===== src/rtl/mcr_consts.svh =====
// Register map, field positions, reset values and timing periods in ns of the metering configuration registers
`ifndef MCR_CONSTS_SVH
`define MCR_CONSTS_SVH

// ==========================================================================
// Register offsets
`define MCR_ADDR_W 10
`define MCR_OFS_NOLOAD 10'h001
`define MCR_OFS_LINECYC 10'h004
`define MCR_OFS_CONFIG 10'h102

// ==========================================================================
// Reset values and writable masks
`define MCR_RST_NOLOAD 8'h00
`define MCR_RST_LINECYC 8'h40
`define MCR_RST_CONFIG 16'h8004
`define MCR_MASK_NOLOAD 8'h07
`define MCR_MASK_LINECYC 8'h7f
`define MCR_MASK_CONFIG 16'hb97f

// ==========================================================================
// Field positions
`define MCR_NL_ACTIVE 0
`define MCR_NL_REACTIVE 1
`define MCR_NL_APPARENT 2
`define MCR_LC_A_ACTIVE 0
`define MCR_LC_B_ACTIVE 1
`define MCR_LC_A_REACTIVE 2
`define MCR_LC_B_REACTIVE 3
`define MCR_LC_A_APPARENT 4
`define MCR_LC_B_APPARENT 5
`define MCR_LC_CLR_ON_READ 6
`define MCR_CF_INT_A 0
`define MCR_CF_INT_B 1
`define MCR_CF_HPF 2
`define MCR_CF_PF_BASIS 3
`define MCR_CF_REVERSE_POLARITY_PIN_SRC 4
`define MCR_CF_REVERSE_POLARITY_PIN_STYLE 5
`define MCR_CF_ZX_FILT_OFF 6
`define MCR_CF_SOFT_RESET 7
`define MCR_CF_CHECKSUM 8
`define MCR_CF_ZXI_SRC 11
`define MCR_CF_EDGE_LO 12
`define MCR_CF_EDGE_HI 13
`define MCR_CF_LOCK_OFF 15

// ==========================================================================
// Edge select codes
`define MCR_EDGE_NEG 2'h1
`define MCR_EDGE_POS 2'h2

// ==========================================================================
// Timing
`define MCR_CLK_PERIOD_NS 10
`define MCR_REVERSE_POLARITY_PIN_PERIOD_NS 1000000000

`endif


===== src/rtl/mcr_pkg.sv =====
// Types shared by the metering configuration register block
package mcr_pkg;

  // ==========================================================================
  // Control bits as seen by the metering datapath
  typedef struct packed {
    logic active_noload_off;
    logic reactive_noload_off;
    logic apparent_noload_off;
    logic chan_a_active_linecycle_en;
    logic chan_b_active_linecycle_en;
    logic chan_a_reactive_linecycle_en;
    logic chan_b_reactive_linecycle_en;
    logic chan_a_apparent_linecycle_en;
    logic chan_b_apparent_linecycle_en;
    logic clear_on_read_en;
    logic chan_a_integrator_on;
    logic chan_b_integrator_on;
    logic highpass_on;
    logic powerfactor_basis;
    logic crossing_filter_off;
    logic checksum_on;
    logic interface_lock_on;
  } mcr_ctrl_s;

  // ==========================================================================
  // Whole state of the block
  typedef struct packed {
    logic [7:0] noload_disable;
    logic [7:0] line_cycle_mode;
    logic [15:0] main_config;
    logic [15:0] rd_data;
    logic rd_valid;
    logic soft_reset;
    logic pulse_one_d;
    logic pulse_two_d;
    logic reverse_held;
    logic [31:0] reverse_polarity_pin_cnt;
    logic reverse_polarity_pin;
    logic volt_sign_d;
    logic crossing_irq;
    logic current_crossing;
  } mcr_state_s;

endpackage : mcr_pkg


===== src/rtl/mcr_config_regs.sv =====
// Metering configuration register bank with reverse-polarity pin and zero-crossing edge logic
//
// Notes on behaviour
// - Noload bit 0 set turns off active power no-load detection; resets zero.
// - Noload bit 1 set turns off reactive power no-load detection; resets zero.
// - Noload bit 2 set turns off apparent power no-load detection; resets zero.
// - Line-cycle bits 0,1 enable active energy accumulation for channels A,B.
// - Line-cycle bits 2,3 enable reactive energy accumulation for channels A,B.
// - Line-cycle bits 4,5 enable apparent energy accumulation for channels A,B.
// - Line-cycle bit 6, set at reset, enables clear-on-read for all registers.
// - Config bits 0,1 switch on integrators of channels A and B.
// - Config bit 2 enables high-pass filter; reads one after reset.
// - Config bit 3 picks power-factor basis: instantaneous or line-cycle energies.
// - Config bit 4 picks pulse output that updates reverse-polarity indication.
// - Config bit 5: reverse pin level or 1 Hz pulses; low otherwise.
// - Config bit 6 clear keeps zero-crossing low-pass filter active; set bypasses.
// - Writing one to config bit 7 starts a software reset.
// - Config bit 8 enables register checksum; resets cleared.
// - Config bit 11 picks current channel for current zero crossing.
// - Edge field 01 negative, 10 positive, 00/11 both edges raise interrupt.
// - Config bit 15 clear means interface locking active; resets to one.
`include "mcr_consts.svh"

module mcr_config_regs #(
  parameter int REVERSE_POLARITY_PIN_PERIOD_CYC = `MCR_REVERSE_POLARITY_PIN_PERIOD_NS / `MCR_CLK_PERIOD_NS
) (
  input wire logic mclk_in, // Device clock, 100 MHz
  input wire logic rst_in, // Synchronous reset, active high
  input wire logic wr_en_in, // Register write strobe
  input wire logic rd_en_in, // Register read strobe
  input wire logic [`MCR_ADDR_W-1:0] addr_in, // Register address
  input wire logic [15:0] wr_data_in, // Write data, low bits used by narrow registers
  output logic [15:0] rd_data_out, // Read data, one cycle after the strobe
  output logic rd_valid_out, // Read data valid pulse
  input wire logic reverse_polarity_in, // Reverse polarity detected by the energy core
  input wire logic pulse_out_one_in, // First energy pulse output
  input wire logic pulse_out_two_in, // Second energy pulse output
  input wire logic voltage_sign_in, // Voltage channel sign, high when positive
  input wire logic chan_a_sign_in, // Current channel A sign
  input wire logic chan_b_sign_in, // Current channel B sign
  output mcr_pkg::mcr_ctrl_s ctrl_out, // Control bits to the datapath
  output logic soft_reset_out, // Software reset pulse to the device
  output logic reverse_polarity_pin_out, // Reverse polarity pin
  output logic crossing_irq_out, // Zero-crossing interrupt pulse
  output logic current_crossing_out // Sign of the selected current channel
);
  import mcr_pkg::*;

  localparam logic [31:0] REVERSE_POLARITY_PIN_HALF = 32'(REVERSE_POLARITY_PIN_PERIOD_CYC / 2);
  localparam logic [31:0] REVERSE_POLARITY_PIN_LAST = 32'(REVERSE_POLARITY_PIN_PERIOD_CYC - 1);

  mcr_state_s st;
  mcr_state_s next_st;

  logic pulse_sel;
  logic pulse_rise;
  logic pos_edge;
  logic neg_edge;
  logic [1:0] edge_sel;

  // ==========================================================================
  // Next-state logic
  always_comb begin
    next_st = st;
    next_st.rd_valid = 1'b0;
    next_st.soft_reset = 1'b0;
    // Register writes, reserved bits dropped
    if (wr_en_in) begin
      case (addr_in)
        `MCR_OFS_NOLOAD: begin
          next_st.noload_disable = wr_data_in[7:0] & `MCR_MASK_NOLOAD;
        end
        `MCR_OFS_LINECYC: begin
          next_st.line_cycle_mode = wr_data_in[7:0] & `MCR_MASK_LINECYC;
        end
        `MCR_OFS_CONFIG: begin
          next_st.main_config = wr_data_in & `MCR_MASK_CONFIG;
          next_st.main_config[`MCR_CF_SOFT_RESET] = 1'b0;
          next_st.soft_reset = wr_data_in[`MCR_CF_SOFT_RESET];
        end
        default: begin
        end
      endcase
    end
    // Register reads; unmapped addresses return zero
    if (rd_en_in) begin
      next_st.rd_valid = 1'b1;
      case (addr_in)
        `MCR_OFS_NOLOAD: next_st.rd_data = {8'h00, st.noload_disable};
        `MCR_OFS_LINECYC: next_st.rd_data = {8'h00, st.line_cycle_mode};
        `MCR_OFS_CONFIG: next_st.rd_data = st.main_config;
        default: next_st.rd_data = 16'h0000;
      endcase
    end
    // Reverse polarity sampled on rising edge of the chosen pulse output
    next_st.pulse_one_d = pulse_out_one_in;
    next_st.pulse_two_d = pulse_out_two_in;
    if (pulse_rise) begin
      next_st.reverse_held = reverse_polarity_in;
    end
    if (st.reverse_held && st.reverse_polarity_pin_cnt != REVERSE_POLARITY_PIN_LAST) begin
      next_st.reverse_polarity_pin_cnt = st.reverse_polarity_pin_cnt + 32'h1;
    end else begin
      next_st.reverse_polarity_pin_cnt = 32'h0;
    end
    if (!st.reverse_held) begin
      next_st.reverse_polarity_pin = 1'b0;
    end else if (st.main_config[`MCR_CF_REVERSE_POLARITY_PIN_STYLE]) begin
      next_st.reverse_polarity_pin = (st.reverse_polarity_pin_cnt < REVERSE_POLARITY_PIN_HALF);
    end else begin
      next_st.reverse_polarity_pin = 1'b1;
    end
    // Zero-crossing interrupt edge selection
    next_st.volt_sign_d = voltage_sign_in;
    case (edge_sel)
      `MCR_EDGE_NEG: next_st.crossing_irq = neg_edge;
      `MCR_EDGE_POS: next_st.crossing_irq = pos_edge;
      default: next_st.crossing_irq = pos_edge | neg_edge;
    endcase
    next_st.current_crossing = st.main_config[`MCR_CF_ZXI_SRC] ? chan_b_sign_in : chan_a_sign_in;
    // Software reset returns every register to its default next cycle
    if (st.soft_reset) begin
      next_st.noload_disable = `MCR_RST_NOLOAD;
      next_st.line_cycle_mode = `MCR_RST_LINECYC;
      next_st.main_config = `MCR_RST_CONFIG;
      next_st.reverse_held = 1'b0;
      next_st.reverse_polarity_pin = 1'b0;
      next_st.reverse_polarity_pin_cnt = 32'h0;
      next_st.crossing_irq = 1'b0;
    end
  end

  assign pulse_sel = st.main_config[`MCR_CF_REVERSE_POLARITY_PIN_SRC] ? pulse_out_two_in : pulse_out_one_in;
  assign pulse_rise = pulse_sel & ~(st.main_config[`MCR_CF_REVERSE_POLARITY_PIN_SRC] ? st.pulse_two_d : st.pulse_one_d);
  assign pos_edge = voltage_sign_in & ~st.volt_sign_d;
  assign neg_edge = ~voltage_sign_in & st.volt_sign_d;
  assign edge_sel = st.main_config[`MCR_CF_EDGE_HI:`MCR_CF_EDGE_LO];

  // ==========================================================================
  // State register
  always_ff @(posedge mclk_in) begin
    if (rst_in) begin
      st <= '0;
      st.line_cycle_mode <= `MCR_RST_LINECYC;
      st.main_config <= `MCR_RST_CONFIG;
    end else begin
      st <= next_st;
    end
  end

  // ==========================================================================
  // Outputs
  always_comb begin
    ctrl_out.active_noload_off = st.noload_disable[`MCR_NL_ACTIVE];
    ctrl_out.reactive_noload_off = st.noload_disable[`MCR_NL_REACTIVE];
    ctrl_out.apparent_noload_off = st.noload_disable[`MCR_NL_APPARENT];
    ctrl_out.chan_a_active_linecycle_en = st.line_cycle_mode[`MCR_LC_A_ACTIVE];
    ctrl_out.chan_b_active_linecycle_en = st.line_cycle_mode[`MCR_LC_B_ACTIVE];
    ctrl_out.chan_a_reactive_linecycle_en = st.line_cycle_mode[`MCR_LC_A_REACTIVE];
    ctrl_out.chan_b_reactive_linecycle_en = st.line_cycle_mode[`MCR_LC_B_REACTIVE];
    ctrl_out.chan_a_apparent_linecycle_en = st.line_cycle_mode[`MCR_LC_A_APPARENT];
    ctrl_out.chan_b_apparent_linecycle_en = st.line_cycle_mode[`MCR_LC_B_APPARENT];
    ctrl_out.clear_on_read_en = st.line_cycle_mode[`MCR_LC_CLR_ON_READ];
    ctrl_out.chan_a_integrator_on = st.main_config[`MCR_CF_INT_A];
    ctrl_out.chan_b_integrator_on = st.main_config[`MCR_CF_INT_B];
    ctrl_out.highpass_on = st.main_config[`MCR_CF_HPF];
    ctrl_out.powerfactor_basis = st.main_config[`MCR_CF_PF_BASIS];
    ctrl_out.crossing_filter_off = st.main_config[`MCR_CF_ZX_FILT_OFF];
    ctrl_out.checksum_on = st.main_config[`MCR_CF_CHECKSUM];
    ctrl_out.interface_lock_on = ~st.main_config[`MCR_CF_LOCK_OFF];
  end

  assign rd_data_out = st.rd_data;
  assign rd_valid_out = st.rd_valid;
  assign soft_reset_out = st.soft_reset;
  assign reverse_polarity_pin_out = st.reverse_polarity_pin;
  assign crossing_irq_out = st.crossing_irq;
  assign current_crossing_out = st.current_crossing;
endmodule : mcr_config_regs


===== config.mk =====
export PLATFORM = sky130hd
export DESIGN_NAME = mcr_config_regs
export DESIGN_NICKNAME = d
export VERILOG_FILES = /design/src/rtl/mcr_pkg.sv /design/src/rtl/mcr_config_regs.sv
export VERILOG_INCLUDE_DIRS = /design/src /design/src/rtl
export SDC_FILE = /design/constraint.sdc
export NUM_CORES = 1
export LEC_CHECK = 0
export ABC_AREA = 1
export ABC_CLOCK_PERIOD_IN_PS = 3400
export BUFFER_PORTS_ARGS = -buffer_cell sky130_fd_sc_hd__buf_2
export CORE_MARGIN = 2
export CORE_UTILIZATION = 45
export CTS_CLUSTER_SIZE = 8
export DETAILED_ROUTE_END_ITERATION = 8
export PLACE_DENSITY = 0.75
export RECOVER_POWER = 25
export SLEW_MARGIN = 15
export SYNTH_ARGS = -nofsm -noshare
export SYNTH_HDL_FRONTEND = slang
export SYNTH_SLANG_ARGS = --single-unit

===== constraint.sdc =====
create_clock -name mclk_in -period 3.4 [get_ports mclk_in]
set_clock_uncertainty 0.05 [all_clocks]
set_input_delay 0.85 -clock mclk_in [delete_from_list [all_inputs] [get_ports mclk_in]]
set_output_delay 0.85 -clock mclk_in [all_outputs]
set_load 0.01 [all_outputs]

# Word level (Yosys, flattened, before mapping)
# Index checks and enable logic that the tools add are counted.
# word_totals
regBits,79
in_bits,36
out_inout_bits,38
# classes
addsub,1
order_cmp,1
n_eq_ne,6
n_mux,7
bitwise,12
reduce_logical,8
# op_table
op,n
one-hot mux 16 bit (3 select lines),1
"adder 32 x 1 -> 32 bit, second input constant",1
"< comparator 32 x 26 -> 1 bit, second input constant",1
"!= test 32 x 27 -> 1 bit, second input constant",1
"== test 10 x 1 -> 1 bit, second input constant",1
"== test 10 x 3 -> 1 bit, second input constant",1
"== test 10 x 9 -> 1 bit, second input constant",1
OR reduction 3 bit,3
NOT 1 bit,8
AND reduction 2 bit,3
two-way mux 1 bit,5
AND 1 bit,3
"== test 2 x 1 -> 1 bit, second input constant",1
"== test 2 bit, second input constant",1
one-hot mux 1 bit (2 select lines),1
OR reduction 2 bit,1
logical AND 1 bit,1
OR 1 bit,1

# Depth between registers and ports, before layout
# Gate-level depths: netlist of the first run.
# logic_depth
word_depth,4
mapped_depth,12
ltp_nobuf,12

# Least setup slack after synthesis of the first run
# OpenSTA, ideal clock, no wires.
# synth_path
path_type,input port to flip-flop
startpoint,input port addr_in[5]
endpoint,"register st, in the netlist ctrl_out[1]"
setup_time_ns,0.116
t_arrival_ns,1.710
t_required_ns,3.234
setup_slack_ns,1.524
cell_stages,7
path_buffers,1
cell_sequence,nor2_1 -> nand2_2 -> nor3_4 -> nand2_2 -> buf_6 -> nor2_1 -> nor2_1
# synth_via
elab_chain_len,2
# synth_lines
item,line,text
start: declaration,mcr_config_regs.sv:31,"input wire logic [`MCR_ADDR_W-1:0] addr_in,"
== test 10 x 9 -> 1 bit,mcr_config_regs.sv:69,case (addr_in)
AND reduction 2 bit (no line),-,
end signal: assignment,mcr_config_regs.sv:147,st <= next_st;
end: declaration,mcr_config_regs.sv:52,mcr_state_s st;
# Every way passes these cells.
# A chain may end at the register's enable or synchronous reset.

# Worst setup path in the final report of the first run
# layout_path
startpoint,input port rst_in
endpoint,register st[16] (netlist name)
# layout_via
elab_chain_len,1
# layout_lines
item,line,text
start: declaration,mcr_config_regs.sv:28,"input wire logic rst_in,"
OR reduction 3 bit (no line),-,
# Every way passes these cells.

==> results of run 1 <==
[sequential cells by signal, summed over array words and instances, names as in the netlist]
name,count
crossing_irq_out,1
ctrl_out,16
reverse_polarity_pin_out,1
edge_sel,2
rd_valid_out,1
st,40
current_crossing_out,1
rd_data_out,12
soft_reset_out,1
[cell usage in the layout, fill, tap and decap left out, types with 2 or more instances in the layout]
cell type,Yosys,final
xor2_1,7,7
o211ai_1,2,2
conb_1,1,4
inv_1,50,50
nand2_1,125,126
nand4_1,4,4
dfxtp_1,75,75
nor3_1,11,12
inv_8,0,3
inv_6,0,3
nor2_4,2,2
ha_1,5,5
nand3_1,39,39
clkbuf_8,0,9
buf_2,2,49
nand3_2,2,2
nor2_2,9,8
xnor2_1,11,11
nor2_1,122,123
inv_2,10,10
a21oi_1,23,23
nand3b_1,2,2
o21ai_0,13,13
clkbuf_1,3,17
nand2_2,7,6
o21ai_1,6,6
[power breakdown]
group          switching, mW  internal [mW]
clock network          0.399          0.294
logic                 0.0534         0.0291
registers            0.00470          0.887
[layout make-up]
cell class,count,area (um^2)
timing repair buffer,67,317
clock inverter,7,76.3
inverter,62,238
sequential,75,1500
fill,887,4310
tap,108,135
multi-input combinational,405,1940
clock buffer,9,124
[worst paths after layout]
kind	endpoint	slack [ns]	cells past startpoint
max reg2reg	st[22]	1.35	8
min	rd_data_out[6]	0.42	2
max	st[16]	0.81	5
min reg2reg	rd_data_out[6]	0.42	2
[cell families after synthesis]
logic type               Yosys count  share of synthesized area
AND/OR/NAND/NOR                  329                      0.362
other                              1                   0.000942
flip-flops                        75                      0.377
adder cells (fa/ha/maj)            5                     0.0157
AO/OA/AOI/OAI                     49                     0.0695
buffers and inverters            104                      0.135
XOR/XNOR                          18                     0.0396
[through the flow]
step | hold WS, ns | utilization
CTS | 0.420 | 0.506
global route | 0.445 | 0.501
finish | 0.417 | 0.501
detailed placement | 0.406 | 0.482
floorplan | 0.376 | -
global placement | 0.401 | 0.482
[tightest hold or removal path, delay by kind of cell, from the launching register on]
kind	cells	cell delay [ns]
DFF	1	0.32
AOI/OAI and AO/OA	1	0.05
and+or+nand+nor	1	0.06
[synthesized netlist by cell type, types with 5 or more instances]
cell type  instances  area, um^2
xor2_1             7        61.3
nor2_1           122         458
dfxtp_1           75        1500
buf_4             35         263
nor3_1            11        55.1
xnor2_1           11        96.3
o21ai_1            6        30.0
o21ai_0           13        65.1
nand3_1           39         195
a21oi_1           23         115
nand2_1          125         469
ha_1               5        62.6
nor2_2             9        56.3
inv_1             50         188
nand2_2            7        43.8
inv_2             10        37.5
[metal layers]
layer  global-route usage  share of wire  vias up
met5                    0              0        -
met4               0.0716          0.018        0
met3               0.0501          0.070       14
met2                0.343           0.49      108
met1                0.237           0.42     1634
li1                     -              -     1859
==> metrics, run 1 <==
#FFs+latches synth=75; post-CTS sizing=0; post-synthesis sequential area ratio=0.377; final worst path period share=0.761; Pleak=approximately 1.7 nW; setup violators final=0; starting density of the core=0.461; Post-CTS Setup Repair Bufs=0; placed cell area=4170 um^2; Max IR drop VDD=around 0.00024 V; power per cell area=between 300 and 400 nW/um^2; post-synthesis instance total=approximately 580; synth unique cells=39; CTS max path bufs=2; Crit path top cell by count=nor2_1; Critical Path Fanout Max=32; Worst Path Required=3.63 ns; Slew @ Worst Pin=between 0.9 and 1 ns; share of cells above drive strength 1=0.163; Setup crit end kind=register; Layout Nets=roughly 660; total global routing overflow=0; CP Buf/Inv Count=1; gpl congestion=0.942; cts bufs inserted=9; ys async rst share=0; Die Span Y=98.1 um; H-tree Lvls=3; core area=8640 um^2; CP max stage cell=nor2_1; CTS root buffer=clkbuf_8; dominant synthesized flop cell=dfxtp_1; Mean Syn Cell Area=~6.9 um^2; buffers added on ports=66; worst r2r src=st[4]; gr usage total=0.198; Die X=roughly 100 um; ant diodes=0; Crit Path Class=input pin to register; Area Growth Syn to Fin=8.74%; Final Hold Vio Count=0; wire per inst=12.3 um; status=completed; Hold-fix buffers, CTS=0; Critical Path Max Stage Delay=0.87 ns; Final WS setup=0.813 ns; CTS tree=yes; Top Ports=74; RSZ-0062 raised after global routing=no; via count=3,615; clk sinks=75; Critical Path Source=rst_in; Setup TNS Final=0 ns; pre-CTS setup slack=0.954 ns; CP cell instances=clkbuf_1 > nor2_1 > nand2_1 > o21bai_4 > nor2_1; WP data arrival=2.82 ns; HPWL reported at the end of detailed placement=6970 um; min-delay src=rd_data_out[6]; cell area after layout=around 4300 um^2; Placed Instances=717; Post-Syn Area=~4000 um^2; Final Critical Period=around 2.6 ns; Max Fclk=0.387 GHz; Final Max Tran Viols=0; DRC viols=0; Placement Rows=34; Power Total=1.67 mW; Worst setup SP type=input pin; max_cap viols=0; Finished Layout Cells=733; drt pass-1 iters=4; DRT antenna net count=0; Clock Latency Late Sink=around 0.36 ns; slew margin rel.=0.349; initial antenna violation count=0; global-route wire length before repair=15,500 um; synthesis warning total=0; clock transition at the registers of the reported paths=0.09 ns; Post-synth EDFFs=0; Hold Crit Class=register to register; number of global-route vias before repair=3,493; Die ar.=9620 um^2; 1st-iter DRT viols=146; CP delay by family, top=simple AND/OR/NAND/NOR gates; via/cell ratio=4.93; total wire length=9010 um; largest net degree at the start of global routing=33
No activity file was read; power rests on OpenSTA's default activity.
==> run 2: changes to the inputs <==
ABC_AREA = 0   (was 1)
ABC_CLOCK_PERIOD_IN_PS = 2400   (was 3400)
PLACE_DENSITY = 0.76   (was 0.75)
clock period = 2.4 ns   (was 3.4 ns; I/O delays follow)
==> run 2 against run 1 <==
Compared with the run above:
- combinational power increased by 15%
- flip-flop and latch count unchanged
- first-iteration DRC count increased by 8.9%
- power increased by 38%
- sequential share of layout area increased by 3.3 points
- critical endpoint unchanged
- largest cell class unchanged
==> metrics, run 2 <==
status=completed; Worst setup SP type=register; Placement Rows=32 (-5.9%); Hold Crit Class=register to register; WP data arrival=2.16 ns (-0.66 ns); Clk pwr share=0.413 (-0.003); DRC viols=0 (unchanged); count leader, synth=dfxtp_1; Post-synth EDFFs=0 (unchanged); # fillers=747 (-16%); Die Span Y=92.7 um (-5.4%); starting density of the core=0.461 (about the same); slew margin rel.=0.468 (+0.120); Int Pwr=1.77 mW (+46%); Worst Path Required=2.59 ns (-1.04 ns); Top Ports=74 (unchanged); R2R Path End=st[16]; total global routing overflow=0 (unchanged); Sw Ratio=0.230 (-0.0437); core area=7690 um^2 (-11%); post-synthesis sequential area ratio=0.424 (+0.0468); global-route wire length before repair=12,500 um (-20%); ys async rst share=0 (unchanged); RSZ-0062 raised after global routing=no; Critical Path Fanout Max=26 (-19%); Post-CTS Setup Repair Bufs=0 (unchanged); Post-Syn Area=3540 um^2 (-11%); top cell type's share of synthesized area=0.424 (+0.0468); R2R cell count=6 (-2); Die ar.=8600 um^2 (-11%); synthesis warning total=0 (unchanged); Layout Nets=475 (-28%); Final Max Tran Viols=0 (unchanged); setup violators final=0 (unchanged); 1st-iter DRT viols=159 (+8.9%); post-CTS sizing=0 (unchanged); Placed Instances=525 (-27%); Hold-fix buffers, CTS=0 (unchanged); Final Critical Period=1.97 ns; drt pass-1 iters=4 (unchanged); #FFs+latches synth=75 (unchanged); CTS max path bufs=2 (unchanged); gpl congestion=0.827 (-12%); buffers added on ports=66 (unchanged); Setup crit end kind=register; Final Hold Vio Count=0 (unchanged); Slew @ Worst Pin=0.797 ns (-0.176 ns); pre-CTS setup slack=0.0703 ns (-0.884 ns); ant diodes=0 (unchanged); Mean Syn Cell Area=9.11 um^2 (+33%); clock transition at the registers of the reported paths=0.08 ns (about the same); Die X=92.7 um (-5.4%); HPWL reported at the end of detailed placement=5400 um (-23%); highest-count cells in the layout ignoring fill and taps=dfxtp_1 (75), nor2_1 (67), buf_2 (46), nand2_1 (29), mux2i_1 (26); Setup TNS Final=0 ns (unchanged); Post-synth top cells=dfxtp_1 (75), nor2_1 (67), buf_4 (33), nand2_1 (29), mux2i_1 (26); via count=2,804 (-22%); switching power=0.530 mW (+16%); power per cell area=582 nW/um^2 (+51%); number of global-route vias before repair=2,753 (-21%); total wire length=7300 um (-19%); largest cells by area after synthesis=dfxtp_1 (42%), mux2i_1 (7.3%), nor2_1 (7.1%); clk sinks=75 (unchanged); Pleak=1.64 nW (-5.1%); final worst path period share=0.820; final core utilization=0.514 (+0.0124); wire per inst=13.5 um (+9.8%); Sequential Power Share=0.546 (+0.011); dominant synthesized flop cell=dfxtp_1; Finished Layout Cells=541 (-26%); Crit Path Class=register to register; max_cap viols=0 (unchanged); CTS tree=yes; Clock Latency Late Sink=0.35 ns (about the same); H-tree Lvls=3 (unchanged); Area Growth Syn to Fin=11.5%; Reg with most FFs=st; Max Fclk=roughly 0.51 GHz; Comb power frac=0.041 (-0.009); DRT antenna net count=0 (unchanged); worst r2r src=st[31]; max FFs per register=40 (unchanged); Hold Worst Slack=0.415 ns (-0.00262 ns); gr usage total=0.181 (-0.0167); Critical Path Source=st[31]; Max IR drop VDD=0.000371 V (+56%); initial antenna violation count=0 (unchanged); synth unique cells=52 (+33%); R2R Setup Slk=0.43 ns (-0.92 ns); most common cell after layout, fill and taps aside=dfxtp_1; via/cell ratio=5.18 (+5.1%); cts bufs inserted=9 (unchanged); share of cells above drive strength 1=0.187 (+0.0236); Synth area leader=dfxtp_1; Worst setup endpoint=st[16]; CTS root buffer=clkbuf_8; Final WS setup=0.432 ns (-0.381 ns); post-synthesis instance total=389 (-33%); largest net degree at the start of global routing=27 (-18%)
==> run 2: changes by cell type in the layout (fill, tap and decap cells not counted), moves of 11 or more <==
cell	before	now
a21oi_1	23	11
inv_1	50	11
mux2i_1	0	26
nand2_1	126	29
nand3_1	39	12
nor2_1	123	67
xnor2_1	11	22
==> run 2: worst max-delay path, stage by stage (launching register included) <==
cell      delay (ns)
dfxtp_1         0.35
or4_1           0.56
nor3_1          0.20
nand4_1         0.22
o21bai_4        0.21
buf_12          0.18
nor2_1          0.07
==> run 2: area by class of cell <==
class / instances / area [um^2] / area share
Timing Repair Buffer: 74 / 387 / 0.0979
Tap cell: 102 / 128 / 0.0323
Inverter: 11 / 41.3 / 0.0105
Sequential cell: 75 / 1500 / 0.380
Multi-Input combinational cell: 263 / 1700 / 0.430
Clock inverter: 6 / 66.3 / 0.0168
Clock buffer: 10 / 128 / 0.0323
==> run 2: logic make-up (layout without fill, tap and decap cells) <==
kind of cell    after synthesis  after routing  synth area share
mux                          26             26            0.0735
other cells                   1              4           0.00106
simple gates                170            170             0.254
xor+xnor                     27             27            0.0668
buf+inv                      54            101             0.100
flops                        75             75             0.424
compound gates               31             31            0.0632
fa+ha+maj                     5              5            0.0177
==> run 2: how the worst min path moves through the flow <==
stage                     end  depth (start not counted)  slack [ns]        startpoint
3_5_place_dp   rd_data_out[6]                          2        0.41       ctrl_out[7]
4_1_cts        rd_data_out[3]                          2        0.41      ctrl_out[10]
3_3_place_gp            st[4]                          1        0.39             st[4]
5_1_grt                st[37]                          2        0.42  pulse_out_two_in
6_report       rd_data_out[3]                          2        0.41      ctrl_out[10]
2_1_floorplan           st[4]                          1        0.38             st[4]
==> run 2: per-stage QoR <==
step	power [mW]	instance area [um^2]
3_5_place_dp	1.38	3780
2_1_floorplan	1.33	3550
4_1_cts	2.32	3980
3_3_place_gp	1.38	3780
6_report	2.30	3950
5_1_grt	2.38	3950
==> run 2: power groups by stage <==
stage               Combinational [mW]  Sequential [mW]  Clock, mW
floorplan                       0.0465             1.29          0
global placement                0.0946             1.28          0
detailed placement              0.0965             1.28          0
CTS                             0.0972             1.25      0.969
global route                     0.105             1.26       1.02
finish                          0.0949             1.25      0.950
==> run 2: layer usage <==
metal  vias up  global-route usage  share of wire
met5         -                   0              0
met4         0              0.0784          0.016
met3        10              0.0399          0.055
met2        82               0.302           0.47
met1      1327               0.225           0.46
li1       1385                   -              -
